### src/frtc_pkg.sv
// package of constants and types for the free-running timer with capture
// Overview of operation
// - sixteen-bit up counter, byte pair plus shadow pair
// - writing either low count byte loads FFFC
// - reset and only reload value is FFFC
// - prescaler divides cpu clock by 2, 4, 8
// - select code 11 picks external clock pin
// - edge select bit picks external active edge
// - external counting synchronised to cpu clock
// - high byte read freezes low byte buffer
// - lone low byte read returns live count
// - wrap FFFF to 0000 sets overflow flag
// - overflow interrupt needs enable and clear mask
// - status read then count low access clears overflow
// - shadow low byte access never clears overflow
// - runs in wait, freezes in halt
// - two capture registers latch count on edge
// - per channel edge select bit picks polarity
// - capture sets flag, interrupt when enabled, unmasked
// - status read then capture low access clears flag
// - capture high read blocks channel until low read
// - only capture pin two always reaches the timer
// - pulse or pwm modes leave only channel two
package frtc_pkg;
  // ****************************************
  // register byte addresses
  // ****************************************
  localparam logic [7:0] FRTC_CTRL1_ADDR = 8'h00;
  localparam logic [7:0] FRTC_CTRL2_ADDR = 8'h04;
  localparam logic [7:0] FRTC_STATUS_ADDR = 8'h08;
  localparam logic [7:0] FRTC_CAP1_HI_ADDR = 8'h0C;
  localparam logic [7:0] FRTC_CAP1_LO_ADDR = 8'h10;
  localparam logic [7:0] FRTC_CAP2_HI_ADDR = 8'h14;
  localparam logic [7:0] FRTC_CAP2_LO_ADDR = 8'h18;
  localparam logic [7:0] FRTC_CNT_HI_ADDR = 8'h1C;
  localparam logic [7:0] FRTC_CNT_LO_ADDR = 8'h20;
  localparam logic [7:0] FRTC_SHD_HI_ADDR = 8'h24;
  localparam logic [7:0] FRTC_SHD_LO_ADDR = 8'h28;
  // ****************************************
  // field positions
  // ****************************************
  localparam int FRTC_C1_EDGE1_BIT = 1;
  localparam int FRTC_C1_OVF_IE_BIT = 5;
  localparam int FRTC_C1_CAP_IE_BIT = 7;
  localparam int FRTC_C2_EXT_EDGE_BIT = 0;
  localparam int FRTC_C2_EDGE2_BIT = 1;
  localparam int FRTC_C2_CLKSEL_LSB = 2;
  localparam int FRTC_C2_PWM_BIT = 4;
  localparam int FRTC_C2_ONE_PULSE_BIT = 5;
  localparam int FRTC_ST_OVF_BIT = 5;
  localparam int FRTC_ST_CAP2_BIT = 4;
  localparam int FRTC_ST_CAP1_BIT = 7;
  // ****************************************
  // reset values and counts
  // ****************************************
  localparam logic [15:0] FRTC_COUNT_RESET = 16'hFFFC;
  localparam logic [15:0] FRTC_COUNT_TOP = 16'hFFFF;
  localparam logic [7:0] FRTC_CTRL_RESET = 8'h00;
  localparam logic [1:0] FRTC_SEL_EXT = 2'h3;
  localparam logic [2:0] FRTC_DIV2_MASK = 3'h1;
  localparam logic [2:0] FRTC_DIV4_MASK = 3'h3;
  localparam logic [2:0] FRTC_DIV8_MASK = 3'h7;
  localparam logic [31:0] FRTC_PSLVERR_NONE = 32'h0000_0000;

  typedef struct packed {
    logic [7:0] ctrl1;
    logic [7:0] ctrl2;
  } frtc_ctrl_t;

  typedef enum logic [1:0] {
    FRTC_RD_LIVE = 2'b01,
    FRTC_RD_HELD = 2'b10
  } frtc_rdseq_t;
endpackage

### src/frtc_timer.sv
// free-running 16-bit timer with two input capture channels, apb slave
`timescale 1ns/100ps
module frtc_timer
(
  input wire logic mclk,
  input wire logic rst,
  input wire logic psel,
  input wire logic penable,
  input wire logic pwrite,
  input wire logic [7:0] paddr,
  input wire logic [31:0] pwdata,
  output logic [31:0] prdata,
  output logic pready,
  output logic pslverr,
  input wire logic external_timer_clock_pin,
  input wire logic [1:0] capture_input_pin,
  input wire logic condition_code_register,
  input wire logic halt_mode,
  output logic timer_irq,
  output logic [15:0] counter_word
);
  import frtc_pkg::*;

  // ****************************************
  // bus decode
  // ****************************************
  logic acc;
  logic wr;
  logic rd;
  assign acc = psel && penable && pready;
  assign wr = acc && pwrite;
  assign rd = acc && !pwrite;
  // edge at which read data is registered
  logic rd_sample;
  assign rd_sample = psel && penable && !pready && !pwrite;

  function automatic logic hit(input logic [7:0] a, input logic [7:0] b);
    hit = (a == b);
  endfunction

  frtc_ctrl_t ctrl_r;
  logic [15:0] count_r;
  logic [15:0] count_nxt;
  logic overflow_flag_r;
  logic [1:0] capture_flag_r;
  logic [15:0] cap_r [2];
  logic [1:0] cap_block_r;
  logic ovf_armed_r;
  logic [1:0] cap_armed_r;
  logic [7:0] lo_buf_r;
  frtc_rdseq_t rdseq_r;
  logic [2:0] pre_r;
  logic ext_s1_r;
  logic ext_s2_r;
  logic ext_d_r;
  logic [1:0] cap_s1_r;
  logic [1:0] cap_s2_r;
  logic [1:0] cap_d_r;
  logic tick;
  logic ext_tick;
  logic [1:0] cap_edge;
  logic [1:0] clk_sel;
  logic pulse_modes;

  assign clk_sel = ctrl_r.ctrl2[FRTC_C2_CLKSEL_LSB +: 2];
  assign pulse_modes = ctrl_r.ctrl2[FRTC_C2_ONE_PULSE_BIT] | ctrl_r.ctrl2[FRTC_C2_PWM_BIT];

  // ****************************************
  // input synchronisers
  // ****************************************
  always_ff @(posedge mclk or posedge rst)
  begin
    if (rst)
    begin
      ext_s1_r <= 1'b0;
      ext_s2_r <= 1'b0;
      ext_d_r <= 1'b0;
      cap_s1_r <= 2'h0;
      cap_s2_r <= 2'h0;
      cap_d_r <= 2'h0;
    end
    else
    begin
      ext_s1_r <= external_timer_clock_pin;
      ext_s2_r <= ext_s1_r;
      ext_d_r <= ext_s2_r;
      cap_s1_r <= capture_input_pin;
      cap_s2_r <= cap_s1_r;
      cap_d_r <= cap_s2_r;
    end
  end

  // rising when edge bit set, falling otherwise
  assign ext_tick = ctrl_r.ctrl2[FRTC_C2_EXT_EDGE_BIT] ? (ext_s2_r && !ext_d_r)
                                                       : (!ext_s2_r && ext_d_r);

  genvar g;
  generate
    for (g = 0; g < 2; g = g + 1)
    begin : g_edge
      logic pol;
      assign pol = (g == 0) ? ctrl_r.ctrl1[FRTC_C1_EDGE1_BIT] : ctrl_r.ctrl2[FRTC_C2_EDGE2_BIT];
      assign cap_edge[g] = pol ? (cap_s2_r[g] && !cap_d_r[g]) : (!cap_s2_r[g] && cap_d_r[g]);
    end
  endgenerate

  // ****************************************
  // prescaler
  // ****************************************
  always_ff @(posedge mclk or posedge rst)
  begin
    if (rst)
      pre_r <= 3'h0;
    else if (!halt_mode)
      pre_r <= pre_r + 3'h1;
  end

  always_comb
  begin
    if (halt_mode)
      tick = 1'b0;
    else if (clk_sel == FRTC_SEL_EXT)
      tick = ext_tick;
    else if (clk_sel == 2'h0)
      tick = (pre_r & FRTC_DIV2_MASK) == FRTC_DIV2_MASK;
    else if (clk_sel == 2'h1)
      tick = (pre_r & FRTC_DIV4_MASK) == FRTC_DIV4_MASK;
    else
      tick = (pre_r & FRTC_DIV8_MASK) == FRTC_DIV8_MASK;
  end

  // ****************************************
  // counter
  // ****************************************
  always_comb
  begin
    count_nxt = count_r;
    if (wr && (hit(paddr, FRTC_CNT_LO_ADDR) || hit(paddr, FRTC_SHD_LO_ADDR)))
      count_nxt = FRTC_COUNT_RESET;
    else if (tick)
      count_nxt = count_r + 16'h1;
  end

  always_ff @(posedge mclk or posedge rst)
  begin
    if (rst)
      count_r <= FRTC_COUNT_RESET;
    else
      count_r <= count_nxt;
  end

  always_ff @(posedge mclk or posedge rst)
  begin
    if (rst)
      counter_word <= FRTC_COUNT_RESET;
    else
      counter_word <= count_nxt;
  end

  // ****************************************
  // 16-bit read sequence
  // ****************************************
  always_ff @(posedge mclk or posedge rst)
  begin
    if (rst)
    begin
      rdseq_r <= FRTC_RD_LIVE;
    end
    else if (rd)
    begin
      case (rdseq_r)
        FRTC_RD_LIVE:
        begin
          if (hit(paddr, FRTC_CNT_HI_ADDR) || hit(paddr, FRTC_SHD_HI_ADDR))
            rdseq_r <= FRTC_RD_HELD;
        end
        FRTC_RD_HELD:
        begin
          if (hit(paddr, FRTC_CNT_LO_ADDR) || hit(paddr, FRTC_SHD_LO_ADDR))
            rdseq_r <= FRTC_RD_LIVE;
        end
        default:
          rdseq_r <= FRTC_RD_LIVE;
      endcase
    end
  end

  // low byte taken with the high byte data
  always_ff @(posedge mclk or posedge rst)
  begin
    if (rst)
      lo_buf_r <= 8'h00;
    else if (rd_sample && rdseq_r == FRTC_RD_LIVE &&
             (hit(paddr, FRTC_CNT_HI_ADDR) || hit(paddr, FRTC_SHD_HI_ADDR)))
      lo_buf_r <= count_r[7:0];
  end

  // ****************************************
  // control registers
  // ****************************************
  always_ff @(posedge mclk or posedge rst)
  begin
    if (rst)
      ctrl_r <= '{ctrl1: FRTC_CTRL_RESET, ctrl2: FRTC_CTRL_RESET};
    else if (wr && hit(paddr, FRTC_CTRL1_ADDR))
      ctrl_r.ctrl1 <= pwdata[7:0];
    else if (wr && hit(paddr, FRTC_CTRL2_ADDR))
      ctrl_r.ctrl2 <= pwdata[7:0];
  end

  // ****************************************
  // overflow flag
  // ****************************************
  logic st_rd;
  assign st_rd = rd && hit(paddr, FRTC_STATUS_ADDR);

  always_ff @(posedge mclk or posedge rst)
  begin
    if (rst)
    begin
      overflow_flag_r <= 1'b0;
      ovf_armed_r <= 1'b0;
    end
    else
    begin
      if (st_rd && overflow_flag_r)
        ovf_armed_r <= 1'b1;
      else if (acc && hit(paddr, FRTC_CNT_LO_ADDR))
        ovf_armed_r <= 1'b0;
      if (tick && count_r == FRTC_COUNT_TOP && count_nxt == 16'h0000)
        overflow_flag_r <= 1'b1;
      else if (acc && hit(paddr, FRTC_CNT_LO_ADDR) && ovf_armed_r)
        overflow_flag_r <= 1'b0;
    end
  end

  // ****************************************
  // capture channels
  // ****************************************
  generate
    for (g = 0; g < 2; g = g + 1)
    begin : g_cap
      logic [7:0] hi_a;
      logic [7:0] lo_a;
      logic en;
      assign hi_a = (g == 0) ? FRTC_CAP1_HI_ADDR : FRTC_CAP2_HI_ADDR;
      assign lo_a = (g == 0) ? FRTC_CAP1_LO_ADDR : FRTC_CAP2_LO_ADDR;
      assign en = (g == 1) || !pulse_modes;
      always_ff @(posedge mclk or posedge rst)
      begin
        if (rst)
        begin
          cap_r[g] <= 16'h0000;
          capture_flag_r[g] <= 1'b0;
          cap_block_r[g] <= 1'b0;
          cap_armed_r[g] <= 1'b0;
        end
        else
        begin
          if (rd_sample && hit(paddr, hi_a))
            cap_block_r[g] <= 1'b1;
          else if (rd && hit(paddr, lo_a))
            cap_block_r[g] <= 1'b0;
          if (st_rd && capture_flag_r[g])
            cap_armed_r[g] <= 1'b1;
          else if (acc && hit(paddr, lo_a))
            cap_armed_r[g] <= 1'b0;
          if (cap_edge[g] && en && !cap_block_r[g] && !(rd_sample && hit(paddr, hi_a)))
          begin
            cap_r[g] <= count_r;
            capture_flag_r[g] <= 1'b1;
          end
          else if (acc && hit(paddr, lo_a) && cap_armed_r[g])
            capture_flag_r[g] <= 1'b0;
        end
      end
    end
  endgenerate

  // ****************************************
  // interrupt
  // ****************************************
  always_ff @(posedge mclk or posedge rst)
  begin
    if (rst)
      timer_irq <= 1'b0;
    else
      timer_irq <= !condition_code_register &&
        ((overflow_flag_r && ctrl_r.ctrl1[FRTC_C1_OVF_IE_BIT]) ||
         ((|capture_flag_r) && ctrl_r.ctrl1[FRTC_C1_CAP_IE_BIT]));
  end

  // ****************************************
  // apb read data
  // ****************************************
  logic [7:0] rbyte;
  always_comb
  begin
    rbyte = 8'h00;
    if (hit(paddr, FRTC_CTRL1_ADDR))
      rbyte = ctrl_r.ctrl1;
    else if (hit(paddr, FRTC_CTRL2_ADDR))
      rbyte = ctrl_r.ctrl2;
    else if (hit(paddr, FRTC_STATUS_ADDR))
    begin
      rbyte[FRTC_ST_CAP1_BIT] = capture_flag_r[0];
      rbyte[FRTC_ST_CAP2_BIT] = capture_flag_r[1];
      rbyte[FRTC_ST_OVF_BIT] = overflow_flag_r;
    end
    else if (hit(paddr, FRTC_CAP1_HI_ADDR))
      rbyte = cap_r[0][15:8];
    else if (hit(paddr, FRTC_CAP1_LO_ADDR))
      rbyte = cap_r[0][7:0];
    else if (hit(paddr, FRTC_CAP2_HI_ADDR))
      rbyte = cap_r[1][15:8];
    else if (hit(paddr, FRTC_CAP2_LO_ADDR))
      rbyte = cap_r[1][7:0];
    else if (hit(paddr, FRTC_CNT_HI_ADDR) || hit(paddr, FRTC_SHD_HI_ADDR))
      rbyte = count_r[15:8];
    else if (hit(paddr, FRTC_CNT_LO_ADDR) || hit(paddr, FRTC_SHD_LO_ADDR))
      rbyte = (rdseq_r == FRTC_RD_HELD) ? lo_buf_r : count_r[7:0];
  end

  // one wait state: setup, access with pready low, then pready high
  always_ff @(posedge mclk or posedge rst)
  begin
    if (rst)
    begin
      pready <= 1'b0;
      prdata <= 32'h0000_0000;
      pslverr <= 1'b0;
    end
    else
    begin
      pready <= psel && penable && !pready;
      prdata <= {24'h000000, rbyte};
      pslverr <= (FRTC_PSLVERR_NONE != 32'h0000_0000);
    end
  end
endmodule

### config.mk
export PLATFORM = sky130hd
export DESIGN_NAME = frtc_timer
export DESIGN_NICKNAME = d
export VERILOG_FILES = /design/src/frtc_pkg.sv /design/src/frtc_timer.sv
export SDC_FILE = /design/constraint.sdc
export NUM_CORES = 1
export LEC_CHECK = 0
export ABC_AREA = 0
export BUFFER_PORTS_ARGS = -buffer_cell sky130_fd_sc_hd__buf_2
export CAP_MARGIN = 20
export CORE_MARGIN = 2
export CORE_UTILIZATION = 62
export CTS_BUF_LIST = sky130_fd_sc_hd__clkbuf_8
export DETAILED_ROUTE_END_ITERATION = 7
export GPL_ROUTABILITY_DRIVEN = 0
export GPL_TIMING_DRIVEN = 1
export HOLD_SLACK_MARGIN = 0.1
export PLACE_DENSITY = 0.95
export SLEW_MARGIN = 20
export SYNTH_ARGS = -nofsm -noshare
export SYNTH_HDL_FRONTEND = slang
export SYNTH_SLANG_ARGS = --single-unit
export TNS_END_PERCENT = 30
### constraint.sdc
create_clock -name mclk -period 8.8 [get_ports mclk]
set_clock_uncertainty 0.05 [all_clocks]
set_input_delay 0.44 -clock mclk [delete_from_list [all_inputs] [get_ports mclk]]
set_output_delay 0.44 -clock mclk [all_outputs]
set_load 0.005 [all_outputs]
Word-level counts from Yosys, hierarchy flattened:

Cells that the tools add are included.

* add/sub/neg operators: 2
* equality and inequality tests: 19
* mux-type cells: 41
* bitwise gates (word level): 2
* reductions and logical operators: 72

Operators by type and width (number)
* $mux 8: 9
* $logic_and 1x1->1: 41
* $eq 8x5->1 const B: 4
* $mux 16: 2
* $mux 1: 25
* $eq 8x6->1 const B: 3
* $add 16x1->16 const B: 1
* $eq 16x16->1 const B: 1
* $eq 8x4->1 const B: 2
* $logic_not 16->1: 1
* $reduce_bool 2->1: 8
* $logic_not 1->1: 14
* $eq 8x3->1 const B: 1
* $logic_not 8->1: 1
* $eq 2x2->1 const B: 3
* $mux 2: 3
* $eq 2x1->1 const B: 2
* $mux 4: 1
* $pmux 2 s2: 1
* $add 3x1->3 const B: 1
* $eq 3x3->1 const B: 1
* $logic_or 1x1->1: 3
* $reduce_and 3->1: 1
* $logic_not 2->1: 1
* 6 further kinds: 6

* flip-flop bits (word level): 104
* input port bits: 50
* output and inout bits: 51
* word-level logic and storage cells: 161

Logic depth before layout (Yosys ltp):

* depth in word-level cells: 11
* depth in mapped cells: 9
* mapped depth without buffers: 7

Least setup slack after synthesis:

OpenSTA, ideal clock, no wires.

* path kind: input-to-reg
* start point: in paddr[4]
* end point: reg lo_buf_r[0]
* setup time: 0.125 ns
* arrival time: 2.411 ns
* required time: 8.625 ns
* setup slack: 6.214 ns
* stages: 6
* path buffers: 1
* cell sequence: buf_4 > or3b_4 > a2111oi_4 > nand3b_2 > nor4_4 > mux2_2

* longest elaborated chain between the ends: 3
* elaborated cells between the ends (all ways): 4
* those cells by class: eq/ne (2); reduce/logical (2)

Ends and longest elaborated chain
* start, declared: RTL line frtc_timer.sv:10 `input wire logic [7:0] paddr,`
* $eq 8x5->1 or $eq 8x6->1 (tied branches): RTL line frtc_timer.sv:38 `hit = (a == b);`
* $logic_or 1x1->1 (*): RTL line frtc_timer.sv:194 `(hit(paddr, FRTC_CNT_HI_ADDR) || hit(paddr, FRTC_SHD_HI_ADDR)))`
* $logic_and 1x1->1 (*): RTL line frtc_timer.sv:193 `else if (rd_sample && rdseq_r == FRTC_RD_LIVE &&`
* end signal, assigned: RTL line frtc_timer.sv:195 `lo_buf_r <= count_r[7:0];`
* end, declared: RTL line frtc_timer.sv:50 `logic [7:0] lo_buf_r;`

Mark *: on every way between the ends. The rest lies on a longest branch, timed or not.
A chain may end at the register's enable or synchronous reset.

Final worst setup path:

* start point: in paddr[2]
* end point: reg lo_buf_r[7]

The elaborated chain is that of the path after synthesis.

==> reports/metrics.json <==
{
  "clock_latency_ns": 0.37,
  "htree_levels": 3,
  "post_detailed_route_count_of_antenna_violating_nets": 0,
  "synth_warnings": 0,
  "core_area_sq_mm": 0.00813,
  "post_synthesis_instance_area_sq_mm": 0.00514,
  "met1_wire_length_um": 4530,
  "final.setup.tns_ns": 0,
  "seq_cells_post_synth": 104,
  "multi_input_comb_area_sq_mm": 0.00232,
  "drt_drc": 0,
  "number_of_buffers_inserted_for_hold_repair_after_clock_tree_synthesis": 0,
  "post-layout-total-power_mw": 1.09,
  "timing_worst_setup_path_type": "input pin to flop",
  "first_global_vias": 3859,
  "place_worst_setup_slack_ns": 5.51,
  "pwr_density_cell_mw_per_mm2": 195,
  "synth-edff-count": 0,
  "internal_power_mw": 0.790,
  "worst_ep_arrival_time_ns": 3.18,
  "drv_cap": 0,
  "cts_resized": 0,
  "async_reset_ff_frac": 1.00,
  "area.growth.synth_to_final_pct": 8.85,
  "hold_slack_ns": 0.0960,
  "min_period_ns": 2.97,
  "path_cells": "buf_2 -> or3b_2 -> a2111oi_4 -> nand3b_2 -> nor4_4 -> mux2_2",
  "postLayoutCellArea_sq_mm": 0.00560,
  "fp.dieArea_sq_mm": 0.00904,
  "power.share.sequential": 0.550,
  "worstHoldPathType": "input pin to asynchronous set/reset pin",
  "cts_root_buf": "sky130_fd_sc_hd__clkbuf_8",
  "timing.max_slew.rel_slack": 0.369,
  "clk_slew_on_worst_s_h_paths_ns": 0.10,
  "antenna_found_initial": 0,
  "yosys.area.top_type": "sky130_fd_sc_hd__dfrtp_1",
  "tritoncts": "done",
  "maximum_operating_frequency_ghz": 0.336,
  "routed_wire_length_per_instance_um": 19.2,
  "final_critical_path_setup_slack_ns": 5.83,
  "start_kind": "input pin",
  "worst_margin_slew_ns": 0.944,
  "synth.top_cell.area_share": 0.433,
  "fin_crit_sh": 0.338,
  "regArea_sq_mm": 0.00262,
  "clock_power_share": 0.296,
  "cp_slowest_cell": "sky130_fd_sc_hd__a2111oi_4",
  "fp-row-count": 33,
  "critical_path.endpoint_type": "flop",
  "syn_avg_cell_area_sq_um": 11.5,
  "dpl.cell_count": 589,
  "standby_leakage_power_nw": 2.59,
  "global_route.usage.total": 0.271,
  "layout_common_cells": "sky130_fd_sc_hd__dfrtp_1 (89), sky130_fd_sc_hd__mux2_2 (63), sky130_fd_sc_hd__buf_2 (51), sky130_fd_sc_hd__nand2_1 (43), sky130_fd_sc_hd__conb_1 (25)",
  "detailedPlacementHpwl_um": 8100,
  "finalMaxSlewViolations": 0,
  "critical_path_required_ns": 9.01,
  "filler_cell_count": 578,
  "die_h_um": 95.1,
  "antenna_cells": 0,
  "max_stage_delay_ns": 0.64,
  "finalCoreUtilization": 0.688,
  "outcome": "finished clean",
  "port_buffers": 51,
  "placed_area_sq_mm": 0.00538,
  "met2_wirelength_um": 5780,
  "pin_count_of_the_biggest_net_entering_global_routing": 56,
  "detailroute.via_count": 3876,
  "cts_max_path_buffers": 2,
  "routed_via_density": 6.41,
  "power.net_switching_mw": 0.301,
  "grt_pass1_wl_um": 18500,
  "power.share.switching": 0.276,
  "crit_path_max_fanout": 27,
  "yosysSeqAreaShare": 0.510,
  "layout-drive-gt1-share": 0.310,
  "syn_inst": 448,
  "synth.distinct_cells": 54,
  "finalHoldViolCount": 0,
  "report.final.setup_viol": 0,
  "grt_overflow": 0,
  "detail_route.first_pass.iterations": 8,
  "drt_iter0_drc": 429,
  "post_cts.repair.setup_buffers": 0,
  "setup_repair_after_global_routing_missed_its_margin": "no",
  "boundaryPins": 101,
  "cts_sinks": 104,
  "floorplan.die.width_um": 95.1,
  "ys_top_cells_by_area": "sky130_fd_sc_hd__dfrtp_1 (43%), sky130_fd_sc_hd__mux2_2 (14%), sky130_fd_sc_hd__dfstp_2 (7.7%)",
  "power.ir.vdd_worst_v": 0.000154,
  "ys.flop_type": "sky130_fd_sc_hd__dfrtp_1",
  "clock_buffers_created_by_tritoncts": 9,
  "nNetsFinal": 548,
  "effective_utilization_at_floorplan": 0.632,
  "layout.cells.non_filler": 605,
  "route.final.wire_length_um": 11600,
  "top_layer": "met4",
  "portion_of_total_power_attributed_to_combinational_logic": 0.154,
  "wl_met3_um": 920,
  "layout_commonest_cell": "sky130_fd_sc_hd__dfrtp_1"
}
==> routing by layer <==
layer  vias to the layer above  track usage
met5                         -            0
li1                       1672            -
met3                        47       0.0466
met1                      1930        0.340
met2                       227        0.450
met4                         0        0.141
==> path summary, 6_finish.rpt <==
path / startpoint / to / slack (ns) / depth (start not counted)
min in group mclk: capture_input_pin[0] / cap_s1_r[0]$_DFF_PP0_ / 0.13 / 1
worst min register to register: cap_s1_r[1]$_DFF_PP0_ / cap_s2_r[1]$_DFF_PP0_ / 0.29 / 0
max in group asynchronous: rst / cap_r[14]$_DFFE_PP0P_ / 7.50 / 3
worst max-delay path: paddr[2] / lo_buf_r[7]$_DFFE_PP0P_ / 5.83 / 6
worst max register to register: pre_r[0]$_DFFE_PP0N_ / counter_word[1]$_DFF_PP0_ / 6.41 / 7
worst min-delay path: rst / pre_r[2]$_DFFE_PP0N_ / 0.1 / 2
==> logic make-up (layout without fill, tap and decap cells) <==
logic type               count (synthesis)  after routing  synth area share
AO/OA/AOI/OAI                           74             74             0.103
XOR/XNOR                                14             14            0.0238
adder cells (fa/ha/maj)                  3              3           0.00730
buffers and inverters                   48             76            0.0559
flip-flops                             104            104             0.510
multiplexers                            74             74             0.159
other                                    1             25          0.000729
AND/OR/NAND/NOR                        130            130             0.140
==> critical path, delay by kind of cell <==
| kind | cells | cell delay, ns |
|---|---|---|
| mux | 1 | 0.41 |
| compound gates | 1 | 0.64 |
| buf+inv | 1 | 0.44 |
| simple gates | 3 | 1.25 |
==> power by group through the flow <==
stage / sequential (mW) / combinational [mW] / clock [mW]
2_1_floorplan: 0.582 / 0.133 / 0
3_5_place_dp: 0.608 / 0.169 / 0
5_1_grt: 0.607 / 0.189 / 0.342
4_1_cts: 0.598 / 0.170 / 0.323
3_3_place_gp: 0.601 / 0.158 / 0
6_report: 0.600 / 0.169 / 0.323
==> layout make-up <==
cell class / instances / area share
inverters: 5 / 0.00380
flip-flops and latches: 104 / 0.468
repair buffers: 55 / 0.0509
well taps: 105 / 0.0235
multi-input cells: 320 / 0.415
clock inverters: 6 / 0.0139
clock buffers: 10 / 0.0246
==> registers in the layout (all words and copies together), names as in the netlist, 2 cells and up <==
name	flops
cap_armed_r	2
cap_block_r	2
cap_d_r	2
cap_r	32
cap_s1_r	2
cap_s2_r	2
capture_flag_r	2
clk_sel	2
counter_word	16
ctrl_r	14
lo_buf_r	8
prdata	8
pre_r	3
rdseq_r	2
==> cells in the mapped netlist (6+ instances only) <==
library cell	instances
sky130_fd_sc_hd__a211oi_1	6
sky130_fd_sc_hd__a21oi_1	15
sky130_fd_sc_hd__dfstp_2	15
sky130_fd_sc_hd__nor2_1	14
sky130_fd_sc_hd__nor3_1	11
sky130_fd_sc_hd__mux2_2	63
sky130_fd_sc_hd__buf_4	27
sky130_fd_sc_hd__xnor2_1	14
sky130_fd_sc_hd__clkbuf_1	10
sky130_fd_sc_hd__a221oi_1	6
sky130_fd_sc_hd__nand2_1	43
sky130_fd_sc_hd__o21ai_0	16
sky130_fd_sc_hd__dfrtp_1	89
sky130_fd_sc_hd__mux2i_1	11
sky130_fd_sc_hd__and3_1	6
sky130_fd_sc_hd__nor4_1	7
sky130_fd_sc_hd__nand3_1	10
No activity file was read; power rests on OpenSTA's default activity.
